$ cat src/hw/pc_stack_pkg.sv
// constants and carrier types of the program counter and call stack
package pc_stack_pkg;

  // ***************************************************************
  // widths and depths
  // ***************************************************************
  localparam int PC_W = 13;
  localparam int LOW_W = 8;
  localparam int LATCH_W = 5;
  localparam int TARGET_W = 11;
  localparam int STACK_DEPTH = 8;
  localparam int SP_W = 3;
  localparam int APB_AW = 8;
  localparam int APB_DW = 32;

  // ***************************************************************
  // register offsets
  // ***************************************************************
  localparam logic [APB_AW-1:0] ADDR_PCL = 8'h00;
  localparam logic [APB_AW-1:0] ADDR_LATCH = 8'h04;
  localparam logic [APB_AW-1:0] ADDR_CFG = 8'h08;

  // ***************************************************************
  // field positions
  // ***************************************************************
  localparam int LATCH_PAGE_BIT = 3;
  localparam int LATCH_TOP_BIT = 4;
  localparam int CFG_LARGE_BIT = 0;
  localparam int PC_PAGE_BIT = 11;
  localparam int PC_TOP_BIT = 12;

  // ***************************************************************
  // reset values
  // ***************************************************************
  localparam logic [PC_W-1:0] PC_RST = 13'h0000;
  localparam logic [LATCH_W-1:0] LATCH_RST = 5'h00;
  localparam logic CFG_LARGE_RST = 1'b1;
  localparam logic [SP_W-1:0] SP_RST = 3'h0;
  localparam logic [PC_W-1:0] IRQ_VECTOR_RST = 13'h0004;

  // ***************************************************************
  // decoder command set
  // ***************************************************************
  typedef enum logic [3:0] {
    OP_HOLD,
    OP_STEP,
    OP_CALL,
    OP_JUMP,
    OP_RETURN,
    OP_RET_LIT,
    OP_RET_IRQ,
    OP_IRQ,
    OP_PCL_WR,
    OP_LATCH_WR
  } core_op_t;

  typedef struct packed {
    core_op_t op;
    logic [TARGET_W-1:0] target;
    logic [LOW_W-1:0] data;
  } core_req_t;

  typedef struct packed {
    logic [PC_W-1:0] addr;
    logic valid;
  } fetch_t;

endpackage

$ cat src/hw/program_counter_and_call_stack.sv
// program counter, page select and circular return stack with apb access
//
// Contract
// - 13-bit counter; low byte readable and writable by software.
// - upper counter bits unreachable directly; loaded from latch on low byte writes and branches.
// - every reset clears the whole counter to zero.
// - low byte write loads latch bits 4..0 into upper bits together.
// - call and jump: 11 bits from instruction, top two from latch.
// - eight-entry 13-bit stack; pointer hidden from software.
// - push return address on call and on interrupt vectoring.
// - pop top entry into counter on the three return kinds.
// - push and pop leave the high latch untouched.
// - stack is circular; ninth push overwrites the first.
// - no overflow or underflow indication; wrap is silent.
// - latch bit 3 picks the 2K page on large parts.
// - full 13-bit counter saved and restored by the stack.
// - latch bit 4 ignored when addressing program memory.
//
// Local design decisions: the APB interface to the registers and the register offsets.
module program_counter_and_call_stack
  import pc_stack_pkg::*;
#(
  parameter logic [PC_W-1:0] IRQ_VECTOR = IRQ_VECTOR_RST
) (
  input wire logic clk_sys,
  input wire logic reset,
  input wire logic psel,
  input wire logic penable,
  input wire logic pwrite,
  input wire logic [APB_AW-1:0] paddr,
  input wire logic [APB_DW-1:0] pwdata,
  input wire logic [3:0] pstrb,
  output logic [APB_DW-1:0] prdata,
  output logic pready,
  output logic pslverr,
  input wire core_req_t core_req,
  output fetch_t fetch,
  output logic [LATCH_W-1:0] pc_high_latch
);

  // ***************************************************************
  // state
  // ***************************************************************
  logic [PC_W-1:0] pc_r;
  logic [PC_W-1:0] pc_nxt;
  logic [LATCH_W-1:0] latch_r;
  logic [LATCH_W-1:0] latch_nxt;
  logic large_r;
  logic large_nxt;
  logic [SP_W-1:0] sp_r;
  logic [SP_W-1:0] sp_nxt;
  logic [PC_W-1:0] stack_r [STACK_DEPTH];
  fetch_t fetch_r;
  fetch_t fetch_nxt;
  logic [APB_DW-1:0] prdata_r;
  logic [APB_DW-1:0] prdata_nxt;
  logic pready_r;
  logic pslverr_r;
  logic pslverr_nxt;

  // ***************************************************************
  // apb decode
  // ***************************************************************
  wire apb_access = psel & penable & ~pready_r;
  wire apb_commit = psel & penable & pready_r;
  wire hit_pcl = (paddr == ADDR_PCL);
  wire hit_latch = (paddr == ADDR_LATCH);
  wire hit_cfg = (paddr == ADDR_CFG);
  wire hit_any = hit_pcl | hit_latch | hit_cfg;
  wire lane0 = pstrb[0];
  wire sw_wr = apb_commit & pwrite & lane0;
  wire sw_pcl_wr = sw_wr & hit_pcl;
  wire sw_latch_wr = sw_wr & hit_latch;
  wire sw_cfg_wr = sw_wr & hit_cfg;
  wire [LOW_W-1:0] sw_byte = pwdata[LOW_W-1:0];

  // ***************************************************************
  // read mux
  // ***************************************************************
  // the counter low byte reads back live state
  wire [APB_DW-1:0] rd_pcl =
    {{(APB_DW-LOW_W){1'b0}}, pc_r[LOW_W-1:0]};
  wire [APB_DW-1:0] rd_latch =
    {{(APB_DW-LATCH_W){1'b0}}, latch_r};
  wire [APB_DW-1:0] rd_cfg =
    {{(APB_DW-1){1'b0}}, large_r};
  // upper counter bits have no read path
  wire [APB_DW-1:0] rd_word =
    hit_pcl ? rd_pcl :
    hit_latch ? rd_latch :
    hit_cfg ? rd_cfg :
    {APB_DW{1'b0}};

  always_comb begin
    prdata_nxt = prdata_r;
    pslverr_nxt = 1'b0;
    if (apb_access) begin
      prdata_nxt = pwrite ? {APB_DW{1'b0}} : rd_word;
      pslverr_nxt = ~hit_any;
    end
  end

  // ***************************************************************
  // decoder command decode
  // ***************************************************************
  wire op_step = (core_req.op == OP_STEP);
  wire op_call = (core_req.op == OP_CALL);
  wire op_jump = (core_req.op == OP_JUMP);
  wire op_irq = (core_req.op == OP_IRQ);
  wire op_pcl = (core_req.op == OP_PCL_WR);
  wire op_latch = (core_req.op == OP_LATCH_WR);
  wire op_ret = (core_req.op == OP_RETURN) |
                (core_req.op == OP_RET_LIT) |
                (core_req.op == OP_RET_IRQ);
  // illegal codes neither move the counter nor raise a fetch
  wire core_moves = op_step | op_call | op_jump | op_irq | op_pcl |
                    op_latch | op_ret;

  // ***************************************************************
  // core request gating
  // ***************************************************************
  // software write to the low byte overrides the decoder this cycle
  wire core_live = ~sw_pcl_wr;
  wire do_push = core_live & (op_call | op_irq);
  wire do_pop = core_live & op_ret;
  // bus write to the latch wins over a decoder write in the same cycle
  wire core_latch_wr = core_live & op_latch & ~sw_latch_wr;

  // ***************************************************************
  // address sources
  // ***************************************************************
  // sequential advance wraps inside 13 bits
  wire [PC_W-1:0] pc_inc = PC_W'(pc_r + 1'b1);

  // low byte write forms the full target from all latch bits
  wire [LOW_W-1:0] core_byte = core_req.data;
  wire [PC_W-1:0] pcl_target_core = {latch_r, core_byte};
  wire [PC_W-1:0] pcl_target_sw = {latch_r, sw_byte};

  // a computed jump arrives as a new low byte; no carry into upper bits

  // branch target: two page bits from the latch, 11 from the opcode
  wire [1:0] branch_hi =
    latch_r[LATCH_TOP_BIT:LATCH_PAGE_BIT];
  wire [PC_W-1:0] branch_target =
    {branch_hi, core_req.target};

  // return address pushed with the whole counter width
  wire [PC_W-1:0] push_value = op_irq ? pc_r : pc_inc;

  // ***************************************************************
  // stack pointer and top entry
  // ***************************************************************
  // pointer wraps modulo depth; no flag on over or underflow
  wire [SP_W-1:0] sp_up = SP_W'(sp_r + 1'b1);
  wire [SP_W-1:0] sp_down = SP_W'(sp_r - 1'b1);
  wire [PC_W-1:0] stack_top = stack_r[sp_down];

  always_comb begin
    sp_nxt = sp_r;
    if (do_push) begin
      sp_nxt = sp_up;
    end else if (do_pop) begin
      sp_nxt = sp_down;
    end
  end

  // ***************************************************************
  // program counter next value
  // ***************************************************************
  always_comb begin
    pc_nxt = pc_r;
    if (sw_pcl_wr) begin
      pc_nxt = pcl_target_sw;
    end else begin
      unique case (core_req.op)
        OP_HOLD: begin
          pc_nxt = pc_r;
        end
        OP_STEP: begin
          pc_nxt = pc_inc;
        end
        OP_LATCH_WR: begin
          pc_nxt = pc_inc;
        end
        OP_CALL: begin
          pc_nxt = branch_target;
        end
        OP_JUMP: begin
          pc_nxt = branch_target;
        end
        OP_IRQ: begin
          pc_nxt = IRQ_VECTOR;
        end
        OP_RETURN: begin
          pc_nxt = stack_top;
        end
        OP_RET_LIT: begin
          pc_nxt = stack_top;
        end
        OP_RET_IRQ: begin
          pc_nxt = stack_top;
        end
        OP_PCL_WR: begin
          pc_nxt = pcl_target_core;
        end
        default: begin
          pc_nxt = pc_r;
        end
      endcase
    end
  end

  // ***************************************************************
  // latch and configuration next values
  // ***************************************************************
  // only explicit writes change the latch, never stack traffic
  always_comb begin
    latch_nxt = latch_r;
    if (sw_latch_wr) begin
      latch_nxt = sw_byte[LATCH_W-1:0];
    end else if (core_latch_wr) begin
      latch_nxt = core_byte[LATCH_W-1:0];
    end
  end

  always_comb begin
    large_nxt = large_r;
    if (sw_cfg_wr) begin
      large_nxt = sw_byte[CFG_LARGE_BIT];
    end
  end

  // ***************************************************************
  // fetch address
  // ***************************************************************
  // page bit honoured only on large parts; top bit never addresses
  wire page_bit = large_r & pc_nxt[PC_PAGE_BIT];
  wire [PC_W-1:0] fetch_addr =
    {1'b0, page_bit, pc_nxt[TARGET_W-1:0]};
  wire moved = sw_pcl_wr | core_moves;

  always_comb begin
    fetch_nxt.addr = fetch_addr;
    fetch_nxt.valid = moved;
  end

  // ***************************************************************
  // registers
  // ***************************************************************
  always_ff @(posedge clk_sys or posedge reset) begin
    if (reset) begin
      pc_r <= PC_RST;
    end else begin
      pc_r <= pc_nxt;
    end
  end

  // fetch register carries the next address so memory sees it early
  always_ff @(posedge clk_sys or posedge reset) begin
    if (reset) begin
      fetch_r <= '0;
    end else begin
      fetch_r <= fetch_nxt;
    end
  end

  always_ff @(posedge clk_sys or posedge reset) begin
    if (reset) begin
      latch_r <= LATCH_RST;
    end else begin
      latch_r <= latch_nxt;
    end
  end

  // part size defaults to the large part
  always_ff @(posedge clk_sys or posedge reset) begin
    if (reset) begin
      large_r <= CFG_LARGE_RST;
    end else begin
      large_r <= large_nxt;
    end
  end

  // pointer lives only here; no bus path reaches it
  always_ff @(posedge clk_sys or posedge reset) begin
    if (reset) begin
      sp_r <= SP_RST;
    end else begin
      sp_r <= sp_nxt;
    end
  end

  // ***************************************************************
  // stack storage
  // ***************************************************************
  // entry at the pointer is overwritten on push, oldest lost on wrap
  always_ff @(posedge clk_sys or posedge reset) begin
    if (reset) begin
      for (int i = 0; i < STACK_DEPTH; i++) begin
        stack_r[i] <= PC_RST;
      end
    end else if (do_push) begin
      stack_r[sp_r] <= push_value;
    end
  end

  // read data stays put until the next access starts; a write access loads zero
  always_ff @(posedge clk_sys or posedge reset) begin
    if (reset) begin
      prdata_r <= '0;
    end else begin
      prdata_r <= prdata_nxt;
    end
  end

  // one wait state: ready follows the first access cycle
  always_ff @(posedge clk_sys or posedge reset) begin
    if (reset) begin
      pready_r <= 1'b0;
    end else begin
      pready_r <= apb_access;
    end
  end

  always_ff @(posedge clk_sys or posedge reset) begin
    if (reset) begin
      pslverr_r <= 1'b0;
    end else begin
      pslverr_r <= pslverr_nxt;
    end
  end

  // ***************************************************************
  // outputs
  // ***************************************************************
  assign prdata = prdata_r;
  assign pready = pready_r;
  assign pslverr = pslverr_r;
  assign fetch = fetch_r;
  assign pc_high_latch = latch_r;

endmodule

$ cat config.mk
export PLATFORM = sky130hd
export DESIGN_NAME = program_counter_and_call_stack
export DESIGN_NICKNAME = d
export VERILOG_FILES = /design/src/hw/pc_stack_pkg.sv /design/src/hw/program_counter_and_call_stack.sv
export SDC_FILE = /design/constraint.sdc
export NUM_CORES = 1
export LEC_CHECK = 0
export BUFFER_PORTS_ARGS = -buffer_cell sky130_fd_sc_hd__buf_2
export CORE_MARGIN = 2
export CORE_UTILIZATION = 35
export CTS_BUF_LIST = sky130_fd_sc_hd__clkbuf_4
export DETAILED_ROUTE_END_ITERATION = 10
export GPL_ROUTABILITY_DRIVEN = 0
export PLACE_DENSITY = 0.57
export SLEW_MARGIN = 10
export SYNTH_ARGS = -nofsm -noshare
export SYNTH_HDL_FRONTEND = slang
export SYNTH_SLANG_ARGS = --single-unit
$ cat constraint.sdc
create_clock -name clk_sys -period 5.7 [get_ports clk_sys]
set_input_delay 0.285 -clock clk_sys [delete_from_list [all_inputs] [get_ports clk_sys]]
set_output_delay 0.285 -clock clk_sys [all_outputs]
set_load 0.03 [all_outputs]
* Yosys cells after proc, flatten, opt, wreduce, memory -nomap -nowiden
Index checks and enable logic that the tools add are counted.
Widths: inputs -> output; s select.
** Cells by class
- Multiplexer cells :: 18
- Magnitude comparators :: 3
- Bitwise operators :: 31
- Equality and inequality tests :: 11
- $mul :: 0
- Divide/modulo/power cells :: 0
- Add/sub/neg operators :: 3
- Shifts and indexed selects :: 0
- Reduce and logical (&&, ||, !) cells :: 8
** Operators with widths (count)
- $bwmux 104 :: 1
- $mux 13 :: 5
- $pmux 13 s5 :: 1
- $bmux 13 s3 :: 1
- $demux 13 s3 :: 1
- $eq 4x3->1 const B :: 4
- $mux 8 :: 2
- $mux 5 :: 3
- $add 13x1->13 const B :: 1
- $and 1x1->1 :: 13
- $or 1x1->1 :: 12
- $eq 4x2->1 const B :: 2
- $eq 4x4->1 const B :: 2
- $eq 8x3->1 const B :: 1
- $eq 8x4->1 const B :: 1
- $ge 4x4->1 const B :: 2
- $logic_not 8->1 :: 1
- $not 3->4 :: 2
- $mux 3 :: 2
- $reduce_bool 6->1 :: 1
- $eq 4x1->1 const B :: 1
- $lt 4x1->1 const B :: 1
- $not 1->1 :: 4
- $reduce_bool 2->1 :: 2
- other kinds (6) :: 8
** Storage, ports and cells
- Input port bits :: 72
- Memories :: 0
- Bits in latches :: 0
- Output and inout port bits :: 53
- Memory bits (writable) :: 0
- Bits in read-only memories :: 0
- Logic and storage cells :: 92
- Register bits after elaboration :: 173

* Depth between registers and ports, before layout
Gate-level depths: netlist of run 1.
- Depth in word-level cells :: 10
- Mapped depth :: 11
- Mapped depth without buffers :: 7

* Least setup slack after synthesis of run 1
Ideal clock, no wire load.
- Path type :: reg2reg
- From :: reg sp_r[0]
- To :: reg fetch_r (netlist bit fetch[10])
- Data required time :: 5568 ps
- Arrival :: 2095 ps
- Cell stages (with the launch flop) :: 11
- Slack :: 3473 ps
- Setup time :: 132 ps
- Path through :: dfrtp_1 -> buf_4 -> inv_1 -> ha_1 -> buf_4 -> buf_4 -> mux4_2 -> nand2_1 -> a21oi_1 -> a211oi_1 -> o22ai_1
** On the way
- Cells in the longest elaborated chain, start to end :: 7
** RTL lines
- start, declared :: RTL line program_counter_and_call_stack.sv:50 : logic [SP_W-1:0] sp_r;
- start signal, assigned :: RTL line program_counter_and_call_stack.sv:290 : sp_r <= sp_nxt;
- $sub 3x1->3 :: RTL line program_counter_and_call_stack.sv:156 : wire [SP_W-1:0] sp_down = SP_W'(sp_r - 1'b1);
- via sp_down[0] :: RTL line program_counter_and_call_stack.sv:156
- $not 3->4 (implied by the code) :: RTL line program_counter_and_call_stack.sv:157 : wire [PC_W-1:0] stack_top = stack_r[sp_down];
- $bmux 13 s3 :: RTL line program_counter_and_call_stack.sv:157
- $mux 13 (implied by the code) (2 in series) :: RTL line program_counter_and_call_stack.sv:157
- $pmux 13 s5 :: RTL line program_counter_and_call_stack.sv:176 : unique case (core_req.op)
- $mux 13 :: RTL line program_counter_and_call_stack.sv:173 : if (sw_pcl_wr) begin
- end signal, assigned :: RTL line program_counter_and_call_stack.sv:264 : fetch_r <= fetch_nxt;
- end, declared :: RTL line program_counter_and_call_stack.sv:53 : fetch_t fetch_r;
The timed path passes the listed nets, and every way through them passes these cells. The select of a mux whose other input is x is not followed.
A chain may end at the register's enable or synchronous reset.

* Worst setup path in the final report of run 1
- From :: reg sp_r[0]
- To :: reg fetch_r (netlist bit fetch[7])
Same word-level chain as after synthesis.

==> impl_metrics.yaml, run 1 <==
clock_tree:
  cts_tree: "yes"
  cts.clk_slew.worst_paths_ns: 0.12
  clock-root-buffer: "clkbuf_4"
  postCtsResizedCells: 0
  clk_latency_ns: 0.56
  cts.sink_count: 129
  cts-htree-levels: 4
  cts_buffers: 17
  clockBufferDepth: 2
worst_setup_path:
  required_ns: 6.14
  worstPathMaxFanout: 29
  start_kind: "flip-flop"
  path_cells: "buf_4 -> inv_1 -> ha_1 -> buf_4 -> mux4_2 -> nand2_1 -> a21oi_1 -> a221oi_1 -> o31ai_1"
  max_stage_delay_ns: 0.83
  crit_top_cell: "buf_4"
  crit_type: "flip-flop to flip-flop"
  arrival_ns: 3.75
  cp_top_family: "buffers and inverters"
  cp_num_buf_inv: 3
  cp_slowest_cell: "ha_1"
  cp-end-kind: "flip-flop"
placement:
  place_hpwl_mm: 12.0
  placed_cells_incl_taps: 994
  io_buffer_count: 72
timing:
  worst_pin_slew_ns: 1.13
  rsz0062_at_grt: "false"
  skew_ns: 0.0158
  fin_crit_ns: 3.31
  setup_tns_ns: 0
  setup_viol: 0
  maxSlewHeadroom: 0.245
  fmax_mhz: 302
  final_hold_viol_count: 0
  final.period_utilization: 0.582
  maxSlewViolCount: 0
min_path:
  holdCritPathClass: "primary input to flip-flop"
layout:
  final_common_cell: "dfrtp_1"
  regArea_um2: 3230
  postLayoutCoreUtil: 0.391
  layout_common_cells: "dfrtp_1, nand2_1, o21ai_0, buf_2, a21oi_1"
  multi_input_area_um2: 3260
  num-nets-final: 832
  nFillCells: 2000
  final-instance-count-excl-fill: 1035
  areaGrowthSynthToFinish_pct: 8.91
  diodes: 0
  drive_gt1_frac: 0.205
detailed_routing:
  finalWirelength_mm: 17.8
  via_count: 5289
  drc: 0
  drt_first_pass_iters: 5
  drtIter0Drc: 324
  drtAntennaViolNets: 0
  routedWlPerCell_um: 17.2
  drt-vias-per-instance: 5.11
floorplan:
  die_area_um2: 21200
  pin_count: 125
  die_w_um: 146
  rows: 51
  start_util: 0.359
  die_y_um: 146
  core_area_um2: 19600
job:
  drv_cap: 0
pwr:
  p_per_area_nw_per_um2: 465
  vdd_ir_drop_max_mv: 0.228
  leakage_nw: 3.37
  finalPower_w: 0.00357
synth:
  ys_ff_latch: 129
  synth_area_um2: 7030
  synth_compound_area_frac: 0.144
  synthSimpleGateAreaFrac: 0.168
  synth_mux_area_frac: 0.0984
  synth_top_family_by_area: "simple AND/OR/NAND/NOR gates"
  synthXorXnorAreaFrac: 0.0336
  synth_warnings: 0
  synth_cells: 714
  syn_area_per_cell_um2: 9.85
  ys_seq_area_frac: 0.459
  synthAdderAreaFrac: 0.00534
  yosysUniqueCellTypes: 57
global_routing:
  gr-total-overflow: 0
  grt_max_degree: 75
  antenna_found_initial: 0
  global_route.usage.total: 0.171
  grt_pass1_wl_mm: 28.6
  grt_pass1_vias: 5017
run_status:
  status: "complete, no violations"
-- cells in the mapped netlist, drive strengths merged --
master / instances / share of area
xnor2: 16 / 0.020
nand2: 102 / 0.054
nor3: 10 / 0.012
and2: 4 / 0.0036
a221o: 5 / 0.0071
a21oi: 70 / 0.051
or3: 1 / 0.0016
nor3b: 1 / 0.0011
a211oi: 2 / 0.0021
a2111oi: 1 / 0.0012
nor4bb: 1 / 0.0023
nand3b: 3 / 0.0032
a221oi: 5 / 0.0062
conb: 1 / 0.00053
mux2: 5 / 0.010
o31ai: 5 / 0.0053
o32ai: 1 / 0.0012
nor2b: 11 / 0.0098
o22ai: 6 / 0.0053
and4: 6 / 0.0075
clkbuf: 17 / 0.0094
buf: 70 / 0.076
nand4: 13 / 0.012
mux4: 24 / 0.077
xor2: 11 / 0.014
or2: 3 / 0.0027
inv: 11 / 0.0059
o21ai: 78 / 0.055
and3b: 1 / 0.0012
o211ai: 1 / 0.0011
dfstp: 1 / 0.0037
and4b: 1 / 0.0014
dfrtp: 128 / 0.46
and3: 4 / 0.0036
ha: 3 / 0.0053
mux2i: 8 / 0.011
nand3: 6 / 0.0068
a31oi: 2 / 0.0018
nor2: 60 / 0.032
a22o: 5 / 0.0062
nand2b: 7 / 0.0062
nor4: 4 / 0.0057
-- kinds of logic after synthesis --
group,count (synthesis)
flops,129
xor+xnor,27
mux,37
compound gates,181
other cells,1
simple gates,238
buf+inv,98
fa+ha+maj,3
-- state kept, by name, summed over array words and instances, names as in the netlist --
| register | count |
|---|---|
| stack_r | 96 |
| pslverr | 1 |
| pready | 1 |
| large_r | 1 |
| sp_r | 3 |
| pc_high_latch | 5 |
| pc_r | 1 |
| prdata | 8 |
| fetch | 13 |
-- tightest hold or removal path: stages --
cell	delay (ns)
buf_2	0.09
mux2i_1	0.06
o21ai_1	0.11
-- final timing paths --
kind / slack [ns] / cells after the start / endpoint / from
max in group asynchronous: 3.89 / 4 / stack_r[86]$_DFFE_PP0P_ / reset
min reg2reg: 0.49 / 2 / stack_r[67]$_DFFE_PP0P_ / stack_r[67]$_DFFE_PP0P_
max: 2.39 / 9 / fetch[7]$_DFFE_PP0P_ / sp_r[0]$_DFFE_PP0P_
max reg2reg: 2.39 / 9 / fetch[7]$_DFFE_PP0P_ / sp_r[0]$_DFFE_PP0P_
min: 0.03 / 3 / pc_high_latch[3]$_DFFE_PP0P_ / core_req[3]
min in group asynchronous: 0.39 / 3 / stack_r[1]$_DFFE_PP0P_ / reset
-- where the power goes --
group          leakage, nW  internal, W  switching [W]  total, W
Clock                0.167     0.000315       0.000361  0.000676
Sequential            1.63      0.00124       0.000238   0.00148
Combinational         1.57     0.000627       0.000788   0.00141
-- routing by layer --
layer	up-vias	share of wire	GRT usage
li1	2534	-	-
met1	2593	0.50	0.250
met2	149	0.44	0.257
met3	13	0.054	0.0433
met4	0	0.0058	0.0368
met5	-	0	0
-- final cells by class --
cell class / count / area share
sequential: 129 / 0.422
clock buffer: 19 / 0.0186
inverter: 11 / 0.00572
clock inverter: 13 / 0.0211
timing repair buffer: 87 / 0.0647
tap: 265 / 0.0433
multi-input combinational: 511 / 0.425
-- per-stage QoR --
| stage | hold WS [ns] | setup slack [ns] | area, µm² |
|---|---|---|---|
| after floorplan | 0.394 | 1.98 | 7120 |
| after global placement | 0.458 | 2.35 | 7270 |
| after detailed placement | 0.452 | 2.30 | 7270 |
| after CTS | 0.0103 | 2.28 | 7660 |
| after global routing | 0.0321 | 2.09 | 7660 |
| final | 0.0349 | 2.39 | 7660 |
-- repair_timing --
item / 4_1_cts / 5_1_grt
hold buffers: 9 / 0
setup buffers: 0 / 0
hold endpoints to repair: 69 / 0
Note: power is estimated with default switching activity, not from simulation.
==> run 2: changes to the inputs <==
PLACE_DENSITY = 0.59   (was 0.57)
clock period = 3.03 ns   (was 5.7 ns; I/O delays follow)
==> run 2 against run 1 <==
Count of clock-buffer cells in the layout stayed put. Non-clock buffer count is 31 higher. Utilization is 1.1 points higher. First-iteration DRC count is 19% lower. Sequential share of layout area is 1.2 points lower. Via count is 0.68% higher. Worst hold slack better by 0.066 ns. Final cell count is 2.8% higher. Combinational power is 100% higher. Largest cell class unchanged.
==> impl_metrics.yaml, run 2 (synthesized netlist as in run 1, its figures left out) <==
pwr:
  switchingPower_w: 0.00258
  finalPower_w: 0.00662
  swShare: 0.390
  vdd_ir_drop_max_mv: 0.265
  seq_power_share: 0.414
  combPwrFrac: 0.428
  p_per_area_nw_per_um2: 841
  p_clk_frac: 0.158
  p_int_w: 0.00404
  leakage_nw: 3.48
worst_setup_path:
  worstPathMaxFanout: 9
  cp_slowest_cell: "ha_1"
  crit_type: "flip-flop to flip-flop"
  arrival_ns: 3.09
  required_ns: 3.43
  start_kind: "flip-flop"
  rrSetupSlack_ns: 0.34
  cp-end-kind: "flip-flop"
  max_stage_delay_ns: 0.57
  crit_top_cell: "buf_4"
  path_cells: "inv_1 -> ha_1 -> buf_4 -> buf_4 -> mux4_2 -> nand2_1 -> a21oi_1 -> o32ai_1 -> o21ai_0"
detailed_routing:
  drtIter0Drc: 264
  drc: 0
  via_count: 5325
  drt_first_pass_iters: 4
  drtAntennaViolNets: 0
  finalWirelength_mm: 17.6
  drt-vias-per-instance: 5.00
  routedWlPerCell_um: 16.5
layout:
  layout_common_cells: "dfrtp_1, nand2_1, o21ai_0, buf_2, a21oi_1"
  nFillCells: 1961
  final-instance-count-excl-fill: 1064
  final_common_cell: "dfrtp_1"
  num-nets-final: 863
  largest_reg_flops: 96
  areaGrowthSynthToFinish_pct: 12.0
  drive_gt1_frac: 0.219
  final_area_um2: 7880
  diodes: 0
  largest_register: "stack_r"
timing:
  setup_viol: 0
  fin_crit_ns: 2.69
  fmax_mhz: 372
  final.period_utilization: 0.888
  worst_pin_slew_ns: 1.05
  final_hold_viol_count: 0
  maxSlewViolCount: 0
  rsz0062_at_grt: "false"
  maxSlewHeadroom: 0.293
  setup_tns_ns: 0
  skew_ns: 0.0151
clock_tree:
  cts_setup_buffers: 0
  cts_tree: "yes"
  cts-htree-levels: 4
  clockBufferDepth: 2
  postCtsHoldBufs: 19
  clk_latency_ns: 0.53
  clock-root-buffer: "clkbuf_4"
  cts.sink_count: 129
  postCtsResizedCells: 0
  cts.clk_slew.worst_paths_ns: 0.11
  cts_buffers: 17
floorplan:
  die_w_um: 146
  die_area_um2: 21200
  core_area_um2: 19600
  pin_count: 125
  rows: 51
  die_y_um: 146
  start_util: 0.359
run_status:
  status: "complete, no violations"
placement:
  place_hpwl_mm: 12.5
  placed_cells_incl_taps: 1015
  placed_cell_area_um2: 7450
  io_buffer_count: 72
global_routing:
  grt_pass1_vias: 5281
  global_route.usage.total: 0.171
  gr-total-overflow: 0
  grt_pass1_wl_mm: 28.8
  grt_max_degree: 72
  antenna_found_initial: 0
job:
  drv_cap: 0
min_path:
  holdCritPathClass: "primary input to flip-flop"
run 2: cell types whose count changed in the layout (fill, tap and decap cells not counted), moves of 2 or more:
| cell | delta |
|---|---|
| buf_4 | +19 |
| dlygate4sd3_1 | +10 |
| clkinvlp_4 | +3 |
| buf_12 | +2 |
| bufinv_16 | -2 |
| clkinv_1 | +2 |
| clkinv_4 | -2 |
run 2: path summary, 6_finish.rpt:
kind / startpoint / to / depth (start not counted)
worst max register to register: sp_r[1]$_DFFE_PP0P_ / fetch[3]$_DFFE_PP0P_ / 9
max in group asynchronous: reset / stack_r[56]$_DFFE_PP0P_ / 4
min in group asynchronous: reset / prdata[3]$_DFFE_PP0P_ / 3
worst min register to register: stack_r[59]$_DFFE_PP0P_ / stack_r[59]$_DFFE_PP0P_ / 2
worst max-delay path: sp_r[1]$_DFFE_PP0P_ / fetch[3]$_DFFE_PP0P_ / 9
worst min-delay path: pwrite / large_r$_DFFE_PP1P_ / 5
run 2: critical path: cells and delay by family, from the launching register on:
family | cells | cell delay, ns
DFF | 1 | 0.45
adders and majority gates | 1 | 0.57
AOI/OAI and AO/OA | 3 | 0.57
muxes | 1 | 0.30
buffers and inverters | 3 | 0.58
and+or+nand+nor | 1 | 0.09
run 2: final cells by class:
class                           instances  area, µm²  area share
Clock inverter                         11       92.6      0.0118
Clock buffer                           19        143      0.0181
Sequential cell                       129       3230       0.410
Timing Repair Buffer                  118        778      0.0988
Inverter                               11       45.0     0.00572
Multi-Input combinational cell        511       3260       0.414
Tap cell                              265        332      0.0421
run 2: per-layer routing:
layer	share of wire	global-route usage	wire length, µm	vias up
met5	0	0	0	-
met4	0.015	0.0451	261	0
met1	0.48	0.242	8460	2556
li1	-	-	-	2585
met3	0.053	0.0401	927	17
met2	0.45	0.263	7930	167
run 2: per-stage QoR:
stage	hold slack [ns]	worst slack (ns)	utilization
after floorplan	0.261	0.803	-
after global placement	0.209	0.444	0.380
after detailed placement	0.206	0.376	0.380
after CTS	0.0668	0.344	0.402
after global routing	0.105	0.193	0.402
final	0.101	0.339	0.402
run 2: power groups by stage:
stage / clock network [W] / logic, W / registers, W
final: 0.00105 / 0.00283 / 0.00274
after floorplan: 0 / 0.00222 / 0.00265
after CTS: 0.00107 / 0.00285 / 0.00274
after global placement: 0 / 0.00277 / 0.00276
after detailed placement: 0 / 0.00281 / 0.00278
after global routing: 0.00116 / 0.00314 / 0.00282
==> run 3: changes to the inputs <==
CAP_MARGIN = 20   (was not set)
CORE_UTILIZATION = 45   (was 35)
PLACE_DENSITY = 0.72   (was 0.59)
RECOVER_POWER = 100   (was not set)
==> run 3 against run 2 <==
The flow now finishes with violations (max-capacitance violations, max-slew violations). Final area decreased by 2.9%. Register-to-register slack improved by 0.08 ns. Sequential power about the same. Critical path depth decreased by 2. Non-clock buffer count decreased by 4. Clock skew increased by 0.0031 ns. First-iteration DRC count increased by 95%. Via count increased by 4.1%. Setup slack improved by 0.079 ns. Maximum frequency increased by 3.0%. Critical endpoint is now pc_high_latch[4]$_DFFE_PP0P_. Largest cell class is now sequential cells. Largest power group is now registers.
==> impl_metrics.yaml, run 3 (synthesized netlist as in run 1, its figures left out) <==
global_routing:
  grt_pass1_wl_mm: 27.3
  antenna_found_initial: 0
  grt_pass1_vias: 5167
  grt_max_degree: 50
  global_route.usage.total: 0.212
  gr-total-overflow: 0
detailed_routing:
  routedWlPerCell_um: 16.9
  via_count: 5544
  drc: 0
  drt-vias-per-instance: 5.50
  drtIter0Drc: 516
  finalWirelength_mm: 17.0
  drtAntennaViolNets: 0
  drt_first_pass_iters: 5
timing:
  maxSlewHeadroom: -0.0948
  final.period_utilization: 0.862
  final_hold_viol_count: 0
  setup_viol: 0
  worst_pin_slew_ns: 1.63
  maxSlewViolCount: 35
  fin_crit_ns: 2.61
  skew_ns: 0.0181
  setup_tns_ns: 0
  rsz0062_at_grt: "false"
  fmax_mhz: 383
floorplan:
  rows: 45
  start_util: 0.461
  pin_count: 125
  core_area_um2: 15300
  die_area_um2: 16600
  die_y_um: 129
  die_w_um: 129
clock_tree:
  cts_setup_buffers: 0
  postCtsHoldBufs: 19
  clk_latency_ns: 0.53
  postCtsResizedCells: 0
  cts-htree-levels: 4
  cts_buffers: 17
  cts.clk_slew.worst_paths_ns: 0.12
  cts.sink_count: 129
  cts_tree: "yes"
  clock-root-buffer: "clkbuf_4"
  clockBufferDepth: 2
layout:
  final-instance-count-excl-fill: 1008
  num-nets-final: 859
  drive_gt1_frac: 0.149
  largest_register: "stack_r"
  largest_reg_flops: 96
  diodes: 0
  layout_common_cells: "dfrtp_1, nand2_1, o21ai_0"
  areaGrowthSynthToFinish_pct: 8.77
  final_common_cell: "dfrtp_1"
placement:
  placed_cells_incl_taps: 957
  io_buffer_count: 72
  place_hpwl_mm: 11.9
worst_setup_path:
  cp_num_buf_inv: 2
  required_ns: 3.45
  cp-end-kind: "flip-flop"
  cp_slowest_cell: "dlygate4sd3_1"
  path_cells: "nor4bb_1 -> nand4_1 -> buf_4 -> nand3_4 -> mux2i_1 -> o21ai_0 -> dlygate4sd3_1"
  cp_top_family: "buffers and inverters"
  worstPathMaxFanout: 11
  max_stage_delay_ns: 0.60
  arrival_ns: 3.03
  crit_type: "flip-flop to flip-flop"
  start_kind: "flip-flop"
pwr:
  p_per_area_nw_per_um2: 862
  leakage_nw: 3.31
  vdd_ir_drop_max_mv: 0.526
job:
  drv_cap: 1
min_path:
  holdCritPathClass: "primary input to flip-flop"
run_status:
  violations: "max-capacitance violations, max-slew violations"
  status: "complete, but fails checks"
-- run 3: cell types whose count changed in the layout (fill, tap and decap cells not counted), moves of 5 or more --
cell / before / now
buf_2: 72 / 44
buf_4: 25 / 8
nor3_1: 5 / 10
clkbuf_1: 0 / 41
-- run 3: routing by layer --
layer / up-vias / GRT usage / share of wire
met5: - / 0 / 0
met4: 0 / 0.0601 / 0.015
met3: 30 / 0.0434 / 0.074
met2: 256 / 0.325 / 0.46
met1: 2678 / 0.308 / 0.45
li1: 2580 / - / -
-- run 3: path summary, 6_finish.rpt --
kind	startpoint	endpoint	slack, ns	cells after the start
max in group asynchronous	reset	stack_r[37]$_DFFE_PP0P_	1.01	4
min	pwrite	large_r$_DFFE_PP1P_	0.07	5
min reg2reg	stack_r[74]$_DFFE_PP0P_	stack_r[74]$_DFFE_PP0P_	0.49	2
max	pready$_DFF_PP0_	pc_high_latch[4]$_DFFE_PP0P_	0.42	7
max reg2reg	pready$_DFF_PP0_	pc_high_latch[4]$_DFFE_PP0P_	0.42	7
min in group asynchronous	reset	fetch[1]$_DFFE_PP0P_	0.55	3
-- run 3: cell type report --
type                       count  area (µm²)
sequential                   129        3230
timing repair buffer         114         649
multi-input combinational    511        3180
inverter                      11        42.5
clock inverter                15         156
clock buffer                  17         128
fill                        1440        7610
tap                          211         264
-- run 3: power breakdown --
part	leakage (nW)	internal [W]	switching, W
combinational	1.53	0.00116	0.00149
sequential	1.63	0.00233	0.000436
clock	0.150	0.000497	0.000683
-- run 3: worst min-delay path: stages --
cell and delay, ns:
buf_2 0.12, nand4_1 0.12, nor3b_1 0.08, nand2_1 0.06
o21ai_0 0.07
-- run 3: metrics by stage --
stage                     hold WS (ns)  worst slack (ns)  utilization  total power [W]  instance area (µm²)
final                           0.0728             0.417        0.501          0.00659                 7650
after global routing            0.0817             0.246        0.501          0.00705                 7650
after CTS                       0.0671             0.616        0.512          0.00667                 7820
after detailed placement         0.337             0.692        0.481          0.00546                 7340
after global placement           0.336             0.693        0.481          0.00539                 7340
after floorplan                  0.261             0.803            -          0.00487                 7130
